==> src/pkg/fc_params.svh <==
`ifndef FC_PARAMS_SVH
`define FC_PARAMS_SVH

// reference tick and system clock periods
`define TICK_NS 10000
`define SYS_NS 20
`define REF_DIV (`TICK_NS / `SYS_NS)

// gate lengths in ns
`define GATE_P_NS 939494640
`define GATE_D_NS 1530059900
`define GATE_F_NS 1000000000

// fine adjust range is +/-40 ppm, i.e. gate / 25000
`define TRIM_PPM 40
`define PPM_DIV (1000000 / `TRIM_PPM)

// coarse part stops 40 ppm short; fine part fills the rest
`define COARSE(g) (((g) - (g) / `PPM_DIV) / `TICK_NS)
`define FINE_NOM(g) (((g) - `COARSE(g) * `TICK_NS) / `SYS_NS)
`define FINE_SPAN(g) (((g) / `PPM_DIV) / `SYS_NS)

`define PRESCALE 4
`define PRE_W 2
`define CNT_W 28
`define CNT_MAX 199999999
`define FINE_W 16
`define COARSE_W 18
`define DIV_W 12

`endif

==> src/pkg/fc_pkg.sv <==
`include "fc_params.svh"

package fc_pkg;
  typedef enum logic [1:0] {
    MODE_PROTON = 2'b00,
    MODE_DEUT = 2'b01,
    MODE_FREQ = 2'b10
  } mode_e;

  typedef enum logic [1:0] {
    ST_CLR = 2'b00,
    ST_GATE = 2'b01,
    ST_FINE = 2'b10,
    ST_XFER = 2'b11
  } state_e;

  typedef struct packed {
    logic [`FINE_W-1:0] freq;
    logic [`FINE_W-1:0] deut;
    logic [`FINE_W-1:0] proton;
  } cal_s;

  typedef struct packed {
    logic overflow;
    logic [`CNT_W-1:0] value;
  } disp_s;
endpackage

==> src/core/nmr_freq_counter.sv <==
// Functional notes
// 8.5-digit count, read as field in 0.1 uT or frequency in 1 Hz steps.
// gate 0.93949464 s proton, 1.5300599 s deuteron, 1.0000000 s frequency.
// proton field readings count the input divided by four.
// deuteron field and frequency readings count the input undivided.
// the time-base makes both the display load strobe and the counter reset.
// coarse gate lengths are counted down in 10 us ticks of a 100 kHz reference.
// a fine interval extends the coarse gate and trims it by +/-40 ppm.
// one fine interval per mode, three in all; only the active one runs.
// gate end gives load strobe, then counter reset, then the next gate.
`timescale 1ns/1ps
`include "fc_params.svh"

module nmr_freq_counter
  import fc_pkg::*;
#(
  parameter int P_REF_DIV = `REF_DIV,
  parameter int P_COARSE_P = `COARSE(`GATE_P_NS),
  parameter int P_COARSE_D = `COARSE(`GATE_D_NS),
  parameter int P_COARSE_F = `COARSE(`GATE_F_NS)
) (
  input wire logic I_CLK_SYS,           // 50 MHz system clock
  input wire logic I_RESETN,            // async reset, active low
  input wire logic i_ce,                // clock enable, freezes all
  input wire logic i_rf,                // probe rf, synchronous level
  input wire logic i_field_disp,        // 1 field display, 0 frequency
  input wire logic i_deuteron,          // 1 deuteron probe, 0 proton
  input wire cal_s i_cal,               // fine lengths per mode, cycles
  output disp_s o_disp,                 // display register
  output logic o_load,                  // display transfer strobe
  output logic o_cnt_reset,             // counter reset strobe
  output logic o_gate,                  // gate open
  output mode_e o_mode                  // mode of the running gate
);
  localparam int FINE_LO_P = `FINE_NOM(`GATE_P_NS) - `FINE_SPAN(`GATE_P_NS);
  localparam int FINE_HI_P = `FINE_NOM(`GATE_P_NS) + `FINE_SPAN(`GATE_P_NS);
  localparam int FINE_LO_D = `FINE_NOM(`GATE_D_NS) - `FINE_SPAN(`GATE_D_NS);
  localparam int FINE_HI_D = `FINE_NOM(`GATE_D_NS) + `FINE_SPAN(`GATE_D_NS);
  localparam int FINE_LO_F = `FINE_NOM(`GATE_F_NS) - `FINE_SPAN(`GATE_F_NS);
  localparam int FINE_HI_F = `FINE_NOM(`GATE_F_NS) + `FINE_SPAN(`GATE_F_NS);

  state_e state_r;
  mode_e mode_r;
  mode_e mode_sel;
  logic [`DIV_W-1:0] div_r;
  logic tick;
  logic [`COARSE_W-1:0] coarse_r;
  logic [`COARSE_W-1:0] coarse_sel;
  logic [`CNT_W-1:0] cnt_r;
  logic ovf_r;
  logic [`PRE_W-1:0] pre_r;
  logic rf_d_r;
  logic rf_rise;
  logic counting;
  logic cnt_en;
  logic fine_go;
  logic [2:0] fine_start;
  logic [2:0] fine_busy;
  logic [2:0] fine_done;
  logic [`FINE_W-1:0] fine_len [3];

  always_comb begin
    if (!i_field_disp) begin
      mode_sel = MODE_FREQ;
      coarse_sel = `COARSE_W'(P_COARSE_F);
    end else if (i_deuteron) begin
      mode_sel = MODE_DEUT;
      coarse_sel = `COARSE_W'(P_COARSE_D);
    end else begin
      mode_sel = MODE_PROTON;
      coarse_sel = `COARSE_W'(P_COARSE_P);
    end
  end

  // calibration is clamped so a bad trim can never leave the 40 ppm window
  function automatic logic [`FINE_W-1:0] clamp(
    input logic [`FINE_W-1:0] v, input int lo, input int hi);
    if (int'(v) < lo) return `FINE_W'(lo);
    if (int'(v) > hi) return `FINE_W'(hi);
    return v;
  endfunction

  always_comb begin
    fine_len[0] = clamp(i_cal.proton, FINE_LO_P, FINE_HI_P);
    fine_len[1] = clamp(i_cal.deut, FINE_LO_D, FINE_HI_D);
    fine_len[2] = clamp(i_cal.freq, FINE_LO_F, FINE_HI_F);
  end

  // 100 kHz reference tick, restarted with each gate so phase is exact
  assign tick = (div_r == `DIV_W'(P_REF_DIV - 1));

  always_ff @(posedge I_CLK_SYS or negedge I_RESETN) begin
    if (!I_RESETN) begin
      div_r <= '0;
    end else if (i_ce) begin
      if (state_r == ST_CLR || tick) begin
        div_r <= '0;
      end else begin
        div_r <= div_r + `DIV_W'h1;
      end
    end
  end

  assign fine_go = (state_r == ST_GATE) && tick && (coarse_r == `COARSE_W'h1);

  always_ff @(posedge I_CLK_SYS or negedge I_RESETN) begin
    if (!I_RESETN) begin
      state_r <= ST_CLR;
      mode_r <= MODE_PROTON;
      coarse_r <= '0;
    end else if (i_ce) begin
      case (state_r)
        ST_CLR: begin
          mode_r <= mode_sel;
          coarse_r <= coarse_sel;
          state_r <= ST_GATE;
        end
        ST_GATE: begin
          if (tick) begin
            coarse_r <= coarse_r - `COARSE_W'h1;
          end
          if (fine_go) begin
            state_r <= ST_FINE;
          end
        end
        ST_FINE: begin
          if (|fine_done) begin
            state_r <= ST_XFER;
          end
        end
        ST_XFER: begin
          state_r <= ST_CLR;
        end
        default: begin
          state_r <= ST_CLR;
        end
      endcase
    end
  end

  // one interval per mode; only the active mode's one is fired
  for (genvar k = 0; k < 3; k++) begin : g_fine
    assign fine_start[k] = fine_go && (mode_r == mode_e'(k));
    fine_oneshot u_fine (
      .i_clk(I_CLK_SYS),
      .i_resetn(I_RESETN),
      .i_ce(i_ce),
      .i_start(fine_start[k]),
      .i_len(fine_len[k]),
      .o_busy(fine_busy[k]),
      .o_done(fine_done[k])
    );
  end

  assign rf_rise = i_rf && !rf_d_r;
  assign counting = (state_r == ST_GATE) || (state_r == ST_FINE);
  assign cnt_en = counting && rf_rise &&
    (mode_r != MODE_PROTON || pre_r == `PRE_W'(`PRESCALE - 1));

  always_ff @(posedge I_CLK_SYS or negedge I_RESETN) begin
    if (!I_RESETN) begin
      rf_d_r <= 1'b0;
      pre_r <= '0;
    end else if (i_ce) begin
      rf_d_r <= i_rf;
      if (state_r == ST_CLR) begin
        pre_r <= '0;
      end else if (counting && rf_rise && mode_r == MODE_PROTON) begin
        pre_r <= pre_r + `PRE_W'h1;
      end
    end
  end

  // saturates at 199999999, the largest eight-and-a-half digit value
  always_ff @(posedge I_CLK_SYS or negedge I_RESETN) begin
    if (!I_RESETN) begin
      cnt_r <= '0;
      ovf_r <= 1'b0;
    end else if (i_ce) begin
      if (state_r == ST_CLR) begin
        cnt_r <= '0;
        ovf_r <= 1'b0;
      end else if (cnt_en) begin
        if (cnt_r == `CNT_W'(`CNT_MAX)) begin
          ovf_r <= 1'b1;
        end else begin
          cnt_r <= cnt_r + `CNT_W'h1;
        end
      end
    end
  end

  // display holds between transfers so the reading stays steady
  always_ff @(posedge I_CLK_SYS or negedge I_RESETN) begin
    if (!I_RESETN) begin
      o_disp <= '0;
      o_load <= 1'b0;
      o_cnt_reset <= 1'b0;
      o_gate <= 1'b0;
      o_mode <= MODE_PROTON;
    end else if (i_ce) begin
      o_load <= (state_r == ST_XFER);
      o_cnt_reset <= (state_r == ST_CLR);
      o_gate <= counting;
      o_mode <= mode_r;
      if (state_r == ST_XFER) begin
        o_disp.value <= cnt_r;
        o_disp.overflow <= ovf_r;
      end
    end
  end

  logic [`COARSE_W-1:0] past_coarse_r;
  always_ff @(posedge I_CLK_SYS or negedge I_RESETN) begin
    if (!I_RESETN) begin
      past_coarse_r <= '0;
    end else if (i_ce) begin
      past_coarse_r <= coarse_r;
    end
  end

  property p_load_order;
    @(posedge I_CLK_SYS) disable iff (!I_RESETN)
    o_load && i_ce |=> o_cnt_reset && !o_load;
  endproperty
  a_load_order: assert property (p_load_order)
    else $error("counter reset did not follow load strobe");

  property p_reset_then_gate;
    @(posedge I_CLK_SYS) disable iff (!I_RESETN)
    o_cnt_reset && i_ce |=> o_gate && !o_load;
  endproperty
  a_reset_then_gate: assert property (p_reset_then_gate)
    else $error("gate did not open after counter reset");

  property p_load_value;
    @(posedge I_CLK_SYS) disable iff (!I_RESETN)
    o_load |-> o_disp.value == cnt_r && state_r == ST_CLR;
  endproperty
  a_load_value: assert property (p_load_value)
    else $error("display does not hold the final count");

  property p_gate_start;
    @(posedge I_CLK_SYS) disable iff (!I_RESETN)
    state_r == ST_CLR && i_ce |=> coarse_r == $past(coarse_sel);
  endproperty
  a_gate_start: assert property (p_gate_start)
    else $error("gate loaded with the wrong coarse length");

  property p_coarse_tick;
    @(posedge I_CLK_SYS) disable iff (!I_RESETN)
    state_r == ST_GATE && $past(state_r) == ST_GATE && coarse_r != past_coarse_r
      |-> $past(tick) && coarse_r == past_coarse_r - `COARSE_W'h1;
  endproperty
  a_coarse_tick: assert property (p_coarse_tick)
    else $error("coarse count moved off a reference tick");

  property p_fine_mode;
    @(posedge I_CLK_SYS) disable iff (!I_RESETN)
    |fine_busy |-> fine_busy[mode_r] && $onehot(fine_busy);
  endproperty
  a_fine_mode: assert property (p_fine_mode)
    else $error("fine interval of another mode is running");

  property p_fine_range;
    @(posedge I_CLK_SYS) disable iff (!I_RESETN)
    int'(fine_len[0]) >= FINE_LO_P && int'(fine_len[0]) <= FINE_HI_P &&
    int'(fine_len[1]) >= FINE_LO_D && int'(fine_len[1]) <= FINE_HI_D &&
    int'(fine_len[2]) >= FINE_LO_F && int'(fine_len[2]) <= FINE_HI_F;
  endproperty
  a_fine_range: assert property (p_fine_range)
    else $error("fine interval outside the trim window");

  property p_prescale;
    @(posedge I_CLK_SYS) disable iff (!I_RESETN)
    cnt_en && mode_r == MODE_PROTON |-> pre_r == `PRE_W'(`PRESCALE - 1);
  endproperty
  a_prescale: assert property (p_prescale)
    else $error("proton count taken off the prescale wrap");

  property p_direct;
    @(posedge I_CLK_SYS) disable iff (!I_RESETN)
    i_ce && counting && rf_rise && mode_r != MODE_PROTON && !ovf_r &&
      cnt_r != `CNT_W'(`CNT_MAX) |=> cnt_r == $past(cnt_r) + `CNT_W'h1;
  endproperty
  a_direct: assert property (p_direct)
    else $error("direct count missed an input edge");

  c_proton: cover property (@(posedge I_CLK_SYS)
    o_load && o_mode == MODE_PROTON);
  c_deut: cover property (@(posedge I_CLK_SYS)
    o_load && o_mode == MODE_DEUT);
  c_freq: cover property (@(posedge I_CLK_SYS)
    o_load && o_mode == MODE_FREQ);
  c_ovf: cover property (@(posedge I_CLK_SYS)
    o_load && o_disp.overflow);
endmodule // nmr_freq_counter

==> src/core/fine_oneshot.sv <==
`timescale 1ns/1ps
`include "fc_params.svh"

module fine_oneshot (
  input wire logic i_clk,                   // system clock
  input wire logic i_resetn,                // async reset, active low
  input wire logic i_ce,                    // clock enable
  input wire logic i_start,                 // one-cycle start pulse
  input wire logic [`FINE_W-1:0] i_len,     // length in clock cycles
  output logic o_busy,                      // interval running
  output logic o_done                       // one-cycle end pulse
);
  logic [`FINE_W-1:0] left_r;
  logic run_r;

  always_ff @(posedge i_clk or negedge i_resetn) begin
    if (!i_resetn) begin
      left_r <= '0;
      run_r <= 1'b0;
      o_done <= 1'b0;
    end else if (i_ce) begin
      o_done <= 1'b0;
      if (i_start) begin
        left_r <= i_len;
        run_r <= 1'b1;
      end else if (run_r) begin
        if (left_r <= `FINE_W'h1) begin
          run_r <= 1'b0;
          left_r <= '0;
          o_done <= 1'b1;
        end else begin
          left_r <= left_r - `FINE_W'h1;
        end
      end
    end
  end

  assign o_busy = run_r;
endmodule // fine_oneshot

==> config.mk <==
export PLATFORM = sky130hd
export DESIGN_NAME = nmr_freq_counter
export DESIGN_NICKNAME = d
export VERILOG_FILES = /design/src/pkg/fc_pkg.sv /design/src/core/nmr_freq_counter.sv /design/src/core/fine_oneshot.sv
export VERILOG_INCLUDE_DIRS = /design/src /design/src/pkg
export SDC_FILE = /design/constraint.sdc
export NUM_CORES = 1
export LEC_CHECK = 0
export ABC_CLOCK_PERIOD_IN_PS = 4700
export BUFFER_PORTS_ARGS = -buffer_cell sky130_fd_sc_hd__buf_2
export CAP_MARGIN = 10
export CORE_MARGIN = 5
export CORE_UTILIZATION = 40
export DETAILED_ROUTE_END_ITERATION = 6
export SKIP_LAST_GASP = 1
export SYNTH_ARGS = -nofsm -noshare
export SYNTH_HDL_FRONTEND = slang
export SYNTH_HIERARCHICAL = 1
export SYNTH_SLANG_ARGS = --single-unit
==> constraint.sdc <==
create_clock -name I_CLK_SYS -period 4.7 [get_ports I_CLK_SYS]
set_input_delay 0.47 -clock I_CLK_SYS [delete_from_list [all_inputs] [get_ports I_CLK_SYS]]
set_output_delay 0.47 -clock I_CLK_SYS [all_outputs]
set_load 0.05 [all_outputs]
* After elaboration in Yosys (flattened, before gate mapping) *
Cells that the tools add are included.

cells by class
  add/sub/neg operators = 7
  magnitude comparators = 8
  equality and inequality tests = 13
  mux-type cells = 62
  reduce and logical (&&, ||, !) cells = 34

operator list
  operator               number
  $mux 16                19
  $mux 28                3
  $mux 18                3
  $le 16x1->1 const B    3
  $sub 16x1->16 const B  3
  $pmux 18 s2            1
  $gt 16x13->1 const B   2
  $lt 16x9->1 const B    2
  $mux 1                 29
  $add 28x1->28 const B  1
  $eq 28x28->1 const B   1
  $eq 18x1->1 const B    1
  $sub 18x1->18 const B  1
  $gt 16x12->1 const B   1
  $reduce_bool 2->1      8
  $add 12x1->12 const B  1
  $eq 12x9->1 const B    1
  $mux 12                1
  $reduce_and 2->1       6
  $reduce_and 3->1       4
  $mux 2                 5
  $logic_and 1x1->1      9
  $eq 2x2->1 const B     4
  $pmux 2 s4             1
  8 further kinds        14

storage, ports and cells
  register bits = 154
  input port bits = 54
  output and inout port bits = 34
  word-level logic and storage cells = 147

* Depth between registers and ports, before layout *
Gate-level depths: netlist of the first run.

  depth in word-level cells = 6
  gate-level depth with buffers = 13

* Cells and area by module *
Netlist of the first run, hierarchy kept.

modules (own cells, without submodules)
  module            instances  cells an instance  area an instance (um^2)  sequential area each (um^2)
  nmr_freq_counter  1          580                5557.8                   2502.4
  fine_oneshot      3          135                1144.8                   450.4

* Least setup slack after synthesis of the first run *
No wires, ideal clock.

  path kind = register to register
  start = register div_r[3]
  end = register g_fine[1].u_fine.left_r[3]
  setup time = 0.126 ns
  arrival time = 2.756 ns
  required time = 4.574 ns
  slack = 1.818 ns
  stages on the path, launching flop included = 12
  path buffers = 3
  cell sequence = dfrtp_1 or4b_1 buf_2 nor4_1 nand4_1 nor3b_1 clkbuf_1 nor2_1 nor2_1 clkbuf_1 o21ai_0 a221o_1

on the way
  cells in the longest elaborated chain, start to end = 6
  elaborated cells between the ends (all ways) = 7

ends and longest elaborated chain
  element                             RTL line                 source
  from (decl)                         nmr_freq_counter.sv:45   logic [`DIV_W-1:0] div_r;
  from (signal assigned)              nmr_freq_counter.sv:99   div_r <= div_r + `DIV_W'h1;
  $eq 12x9->1 (*)                     nmr_freq_counter.sv:90   assign tick = (div_r == `DIV_W'(P_REF_DIV - 1));
  $logic_and 1x1->1 (*) (2 in a row)  nmr_freq_counter.sv:104  assign fine_go = (state_r == ST_GATE) && tick && (coarse_r == `COARSE_W'h1);
  $logic_and 1x1->1 (*)               nmr_freq_counter.sv:143  assign fine_start[k] = fine_go && (mode_r == mode_e'(k));
  net fine_start[1]                   nmr_freq_counter.sv:57   logic [2:0] fine_start;
  $reduce_bool 2->1 (no line)         --
  $reduce_and 2->1 (no line)          --
  to (signal assigned)                fine_oneshot.sv:24       left_r <= i_len;
  to (signal assigned)                fine_oneshot.sv:32       left_r <= left_r - `FINE_W'h1;
  to (decl)                           fine_oneshot.sv:13       logic [`FINE_W-1:0] left_r;

The timed path passes the listed nets; every way through them passes the cells marked *.
A chain may end at the register's enable or synchronous reset.

* Worst setup path after layout of the first run *
  start = register div_r[3]
  end = register g_fine[0].u_fine.left_r[5]

on the way
  cells in the longest elaborated chain, start to end = 6
  elaborated cells between the ends (all ways) = 7

ends and longest elaborated chain
  element                             RTL line
  $eq 12x9->1 (*)                     nmr_freq_counter.sv:90
  $logic_and 1x1->1 (*) (2 in a row)  nmr_freq_counter.sv:104
  $logic_and 1x1->1 (*)               nmr_freq_counter.sv:143
  net fine_start[0]                   nmr_freq_counter.sv:57
  $reduce_bool 2->1 (no line)         --
  $reduce_and 2->1 (no line)          --
  to (signal assigned)                fine_oneshot.sv:24
  to (signal assigned)                fine_oneshot.sv:32
  to (decl)                           fine_oneshot.sv:13

Marks and branches as above.

==> results of run 1 <==
==> Yosys cell counts, drive strengths merged (15+ instances only) <==
cell type	number	area (µm²)
o21ai	74	374
nand2	87	329
a21oi	45	236
nand3	30	155
xor2	15	131
dfrtp	154	3850
nor3	35	190
nor4	19	140
nand4	22	138
inv	37	139
and2	21	131
mux2	31	349
clkbuf	34	129
and3	21	131
or3	26	163
nor2	83	319
ha	15	188
or4	21	169
==> worst max-delay path, stage by stage, from the launching register on <==
cell and delay [ns]:
dfrtp_1 0.43, or4b_1 0.68, nor4_1 0.22, nand4_1 0.32, nor3_2 0.44, buf_4 0.27, nor2_1 0.06, nor2_1 0.55
o21ai_0 0.19, a22oi_1 0.23, o21ai_0 0.11
==> flip-flops by register name, indices dropped and copies added (netlist names) <==
signal / count
o_load: 1
div_r: 12
o_gate: 1
coarse_r: 18
cnt_r: 28
ovf_r: 1
o_cnt_reset: 1
g_fine.u_fine/left_r: 48
o_mode: 2
state_r: 2
o_disp: 29
g_fine.u_fine/o_done: 3
mode_r: 2
pre_r: 2
rf_d_r: 1
g_fine.u_fine/o_busy: 3
==> placed cells by master, fill, tap and decap left out, types with 9 or more instances in the layout <==
master and count:
dfrtp_1 154, conb_1 10, a22oi_1 12, and2_1 21, ha_1 15, xor2_1 15, a221o_1 9, a21oi_1 42
nand2_1 86, clkbuf_16 17, o21ai_0 66, and3_1 21, or4_1 18, a21o_1 9, mux2_2 31, buf_4 9
nor2_1 80, nand2b_1 14, or3_1 26, nor3_1 31, nand3_1 29, inv_1 37, buf_2 86, o211ai_1 9
nor4_1 17, o31ai_1 12, nand4_1 22
==> metrics by stage <==
stage / area (µm²) / hold slack [ns] / utilization / setup slack [ns] / power, mW
6_report: 10400 / 0.114 / 0.472 / 1.08 / 3.10
5_1_grt: 10400 / 0.196 / 0.472 / 0.734 / 3.24
4_1_cts: 10400 / 0.156 / 0.472 / 1.11 / 3.14
3_5_place_dp: 9710 / 0.472 / 0.442 / 1.11 / 1.62
3_3_place_gp: 9710 / 0.460 / 0.442 / 1.18 / 1.61
2_1_floorplan: 9030 / 0.174 / - / 1.82 / 1.53
==> area by class of cell <==
| cell class | count | share of cell area |
|---|---|---|
| clock inverters | 14 | 0.0198 |
| multi-input cells | 754 | 0.469 |
| flip-flops and latches | 154 | 0.372 |
| well taps | 280 | 0.0338 |
| clock buffers | 18 | 0.0424 |
| repair buffers | 96 | 0.0492 |
| inverters | 38 | 0.0138 |
==> logic make-up (layout without fill, tap and decap cells) <==
kind of cell / Yosys count / in the layout / synth area share
compound gates: 263 / 263 / 0.202
xor+xnor: 17 / 17 / 0.0166
fa+ha+maj: 15 / 15 / 0.0209
buf+inv: 86 / 166 / 0.0370
flops: 154 / 154 / 0.429
mux: 38 / 38 / 0.0466
other cells: 1 / 10 / 0.000417
simple gates: 411 / 411 / 0.248
==> final timing paths <==
path                            from                         end  slack (ns)  cells after the start
max                         div_r[3]  g_fine[0].u_fine/left_r[5]        1.08                     10
max in group asynchronous   I_RESETN                   div_r[11]        3.57                      2
min reg2reg                o_disp[4]                   o_disp[4]        0.48                      2
max reg2reg                 div_r[3]  g_fine[0].u_fine/left_r[5]        1.08                     10
min                         I_RESETN                 o_cnt_reset        0.11                      1
min in group I_CLK_SYS          i_rf                      rf_d_r        0.33                      2
==> per-layer routing <==
metal | global-route usage | up-vias
met5 | 0 | -
met4 | 0.0548 | 0
met3 | 0.0309 | 29
met2 | 0.289 | 195
met1 | 0.245 | 3860
li1 | - | 3875
==> power breakdown <==
group | switching [mW] | internal [mW]
clock | 0.592 | 0.917
combinational | 0.116 | 0.0724
sequential | 0.0456 | 1.36
==> flow_summary.toml, run 1 <==
[run_status]
outcome = "complete, no violations"

[detailed_routing]
dr_wl_met3_um = 939
wl_met2_um = 10700
drc = 0
highest_layer = "met4"
num_vias = 7959
post_drt_wl_per_cell_um = 16.7
drt-met1-wl_um = 10600
drt_pass1_iterations = 5
detail-route-antenna-nets = 0
drt_iter0_markers = 569
drt-total-wl_um = 22600
vias_per_cell = 5.88

[finish]
n_antenna_cell = 0
seq_area_mm2 = 0.00385
drive_gt1_frac = 0.177
final_cells = 1354
multi_input_area_mm2 = 0.00485
area_delta_synth_final_pct = 15.2
fill_cells = 2097
nets = 1130

[synth]
yosys_register_bits = 154
synthFlopType = "dfrtp_1"
yosysWarnings = 6
yosysUniqueCellTypes = 79
synth.avg_cell_area_um2 = 9.13
syn_area_mm2 = 0.00899
synth_edf_count = 0
syn_inst = 985
synth_async_sr_flop_share = 1.00
ys_seq_area_frac = 0.429

[setup_path]
crit_type = "register to register"
worst-path-max-fanout = 13
worstPathArrival_ns = 3.93
cp-start-kind = "register"
worst_ep_required_time_ns = 5.01
cp-end-kind = "register"

[clock_network]
cts_setup_buffers = 0
cts_tree = "built"
clockBufferDepth = 2
ctsResizeCount = 0
clk_pin_slew_ns = 0.07
h-tree-depth = 4
numCtsBuffers = 17
cts_root_buf = "clkbuf_16"
postCtsHoldBufs = 0
cts_sinks = 154
clk_latency_ns = 0.44

[global_routing]
grt_remaining_overflow = 0
antenna_found_initial = 0
first_global_vias = 7631
grt_pass1_wl_um = 38400
grt_usage = 0.178
grt_max_degree = 94

[floorplanning]
die_area_mm2 = 0.0256
core.rowCount = 54
start_util = 0.410
die_w_um = 160
coreArea_mm2 = 0.0220
io_pins = 88
die_y_um = 160

[power_and_ir_drop]
power_density_mw_per_mm2 = 300
vdd_drop_max_mv = 0.229
leakagePower_nw = 4.59

[timing]
skew_ns = 0.0135
slew_violations = 0
rsz0062_at_grt = "false"
max_slew_margin = 0.239
finalSetupViolCount = 0
tightestPinTransition_ns = 1.13
fin_setup_tns_ns = 0
period_needed_ns = 3.62
max_freq_ghz = 0.276
period_share = 0.770
finalHoldViolations = 0

[placed_design]
place_congestion = 0.844
placedCellCount = 1322
dp_hpwl_um = 16000
portBuffers = 87

[job]
drv_cap = 0

[worst_hold_path]
min_path_type = "input pin to async pin"
No activity file was read; power rests on OpenSTA's default activity.
==> run 2, diff against run 1 <==
Settings changed: ABC_CLOCK_PERIOD_IN_PS 4700 to 3500.
Clock period 4.7 ns to 3.5 ns, I/O delays scaled along.
==> flow_summary.toml, run 2 (synthesized netlist as in run 1, its figures left out) <==
[floorplanning]
core.rowCount = 54
io_pins = 88
die_area_mm2 = 0.0256
die_w_um = 160
start_util = 0.410
die_y_um = 160
coreArea_mm2 = 0.0220

[setup_path]
startpoint = "div_r[3]"
cp-end-kind = "register"
r2r-start = "div_r[3]"
worst-path-max-fanout = 15
worst_ep_required_time_ns = 3.79
worstPathArrival_ns = 3.44
crit_type = "register to register"
cp-start-kind = "register"

[timing]
skew_ns = 0.0104
finalSetupViolCount = 0
fin_ws_ns = 0.357
finalHoldViolations = 1
max_slew_margin = 0.286
slew_violations = 0
period_share = 0.898
max_freq_ghz = 0.318
rsz0062_at_grt = "false"
timing.hold.ws_ns = -0.00519
tightestPinTransition_ns = 1.06
fin_setup_tns_ns = 0
period_needed_ns = 3.14

[clock_network]
cts_sinks = 154
clk_latency_ns = 0.43
clk_pin_slew_ns = 0.06
postCtsHoldBufs = 0
clockBufferDepth = 2
numCtsBuffers = 17
cts_tree = "built"
ctsResizeCount = 0
cts_setup_buffers = 0
h-tree-depth = 4
cts_root_buf = "clkbuf_16"

[finish]
top_register = "g_fine.u_fine/left_r"
reg_top3 = "g_fine.u_fine/left_r (48), o_disp (29), cnt_r (28)"
final_cell_mix = "dfrtp_1 (154), nand2_1 (86), buf_2 (86)"
drive_gt1_frac = 0.182
fill_cells = 2086
largest_reg_flops = 48
multi_input_area_mm2 = 0.00486
nets = 1137
seq_area_mm2 = 0.00385
final_common_cell = "dfrtp_1"
n_antenna_cell = 0
area_delta_synth_final_pct = 15.5

[run_status]
violations = "hold timing"
outcome = "finished with violations"

[detailed_routing]
num_vias = 7910
drc = 0
drt_iter0_markers = 458
drt_pass1_iterations = 5
detail-route-antenna-nets = 0
vias_per_cell = 5.81
post_drt_wl_per_cell_um = 16.7
drt-total-wl_um = 22700

[power_and_ir_drop]
leakagePower_nw = 4.61
power_density_mw_per_mm2 = 390
vdd_drop_max_mv = 0.307

[placed_design]
pre_cts_ws_ns = 0.337
dp_hpwl_um = 15900
place_congestion = 0.824
portBuffers = 87

[global_routing]
grt_max_degree = 86
first_global_vias = 7518
grt_remaining_overflow = 0
antenna_found_initial = 0
grt_usage = 0.176
grt_pass1_wl_um = 38000

[worst_hold_path]
min_path_type = "input pin to async pin"

[job]
drv_cap = 0
-- run 2: path summary, 6_finish.rpt --
kind	to	slack (ns)	cells past startpoint
min reg2reg	o_disp[1]	0.48	2
max in group asynchronous	g_fine[0].u_fine/left_r[2]	2.64	2
max	g_fine[1].u_fine/left_r[10]	0.36	7
min	o_cnt_reset	-0.005	1
max reg2reg	g_fine[1].u_fine/left_r[10]	0.36	7
min in group I_CLK_SYS	rf_d_r	0.21	2
-- run 2: worst max-delay path, cell delays in order, from the launching register on --
cell and delay, ns:
dfrtp_1 0.42, or4b_1 0.67, nor4_1 0.21, nand4_1 0.35
nor3b_2 0.38, o21ai_1 0.41, o41ai_1 0.45, a21oi_1 0.11
-- run 2: layout make-up --
type | count | area share
flip-flops and latches | 154 | 0.371
inverters | 38 | 0.0137
multi-input cells | 754 | 0.468
clock buffers | 19 | 0.0426
well taps | 280 | 0.0337
clock inverters | 13 | 0.0160
repair buffers | 103 | 0.0553
-- run 2: power by group --
part           internal (mW)  switching [mW]
registers               1.83          0.0603
logic                 0.0988           0.155
clock network           1.15           0.762
-- run 2: per-layer routing --
| layer | part of all wire | global-route usage | vias to the layer above |
|---|---|---|---|
| li1 | - | - | 3873 |
| met1 | 0.48 | 0.247 | 3799 |
| met2 | 0.47 | 0.281 | 216 |
| met3 | 0.047 | 0.0356 | 22 |
| met4 | 0.012 | 0.0454 | 0 |
| met5 | 0 | 0 | - |
-- run 2: stage by stage --
step	std cells	hold slack, ns	total power [mW]	utilization	instance area [µm²]
finish	1361	-0.00519	4.05	0.473	10400
global route	1361	0.0780	4.22	0.473	10400
CTS	1361	0.0250	4.10	0.473	10400
detailed placement	1329	0.469	2.18	0.445	9780
global placement	1329	0.463	2.17	0.445	9780
floorplan	994	0.0544	2.05	-	9030
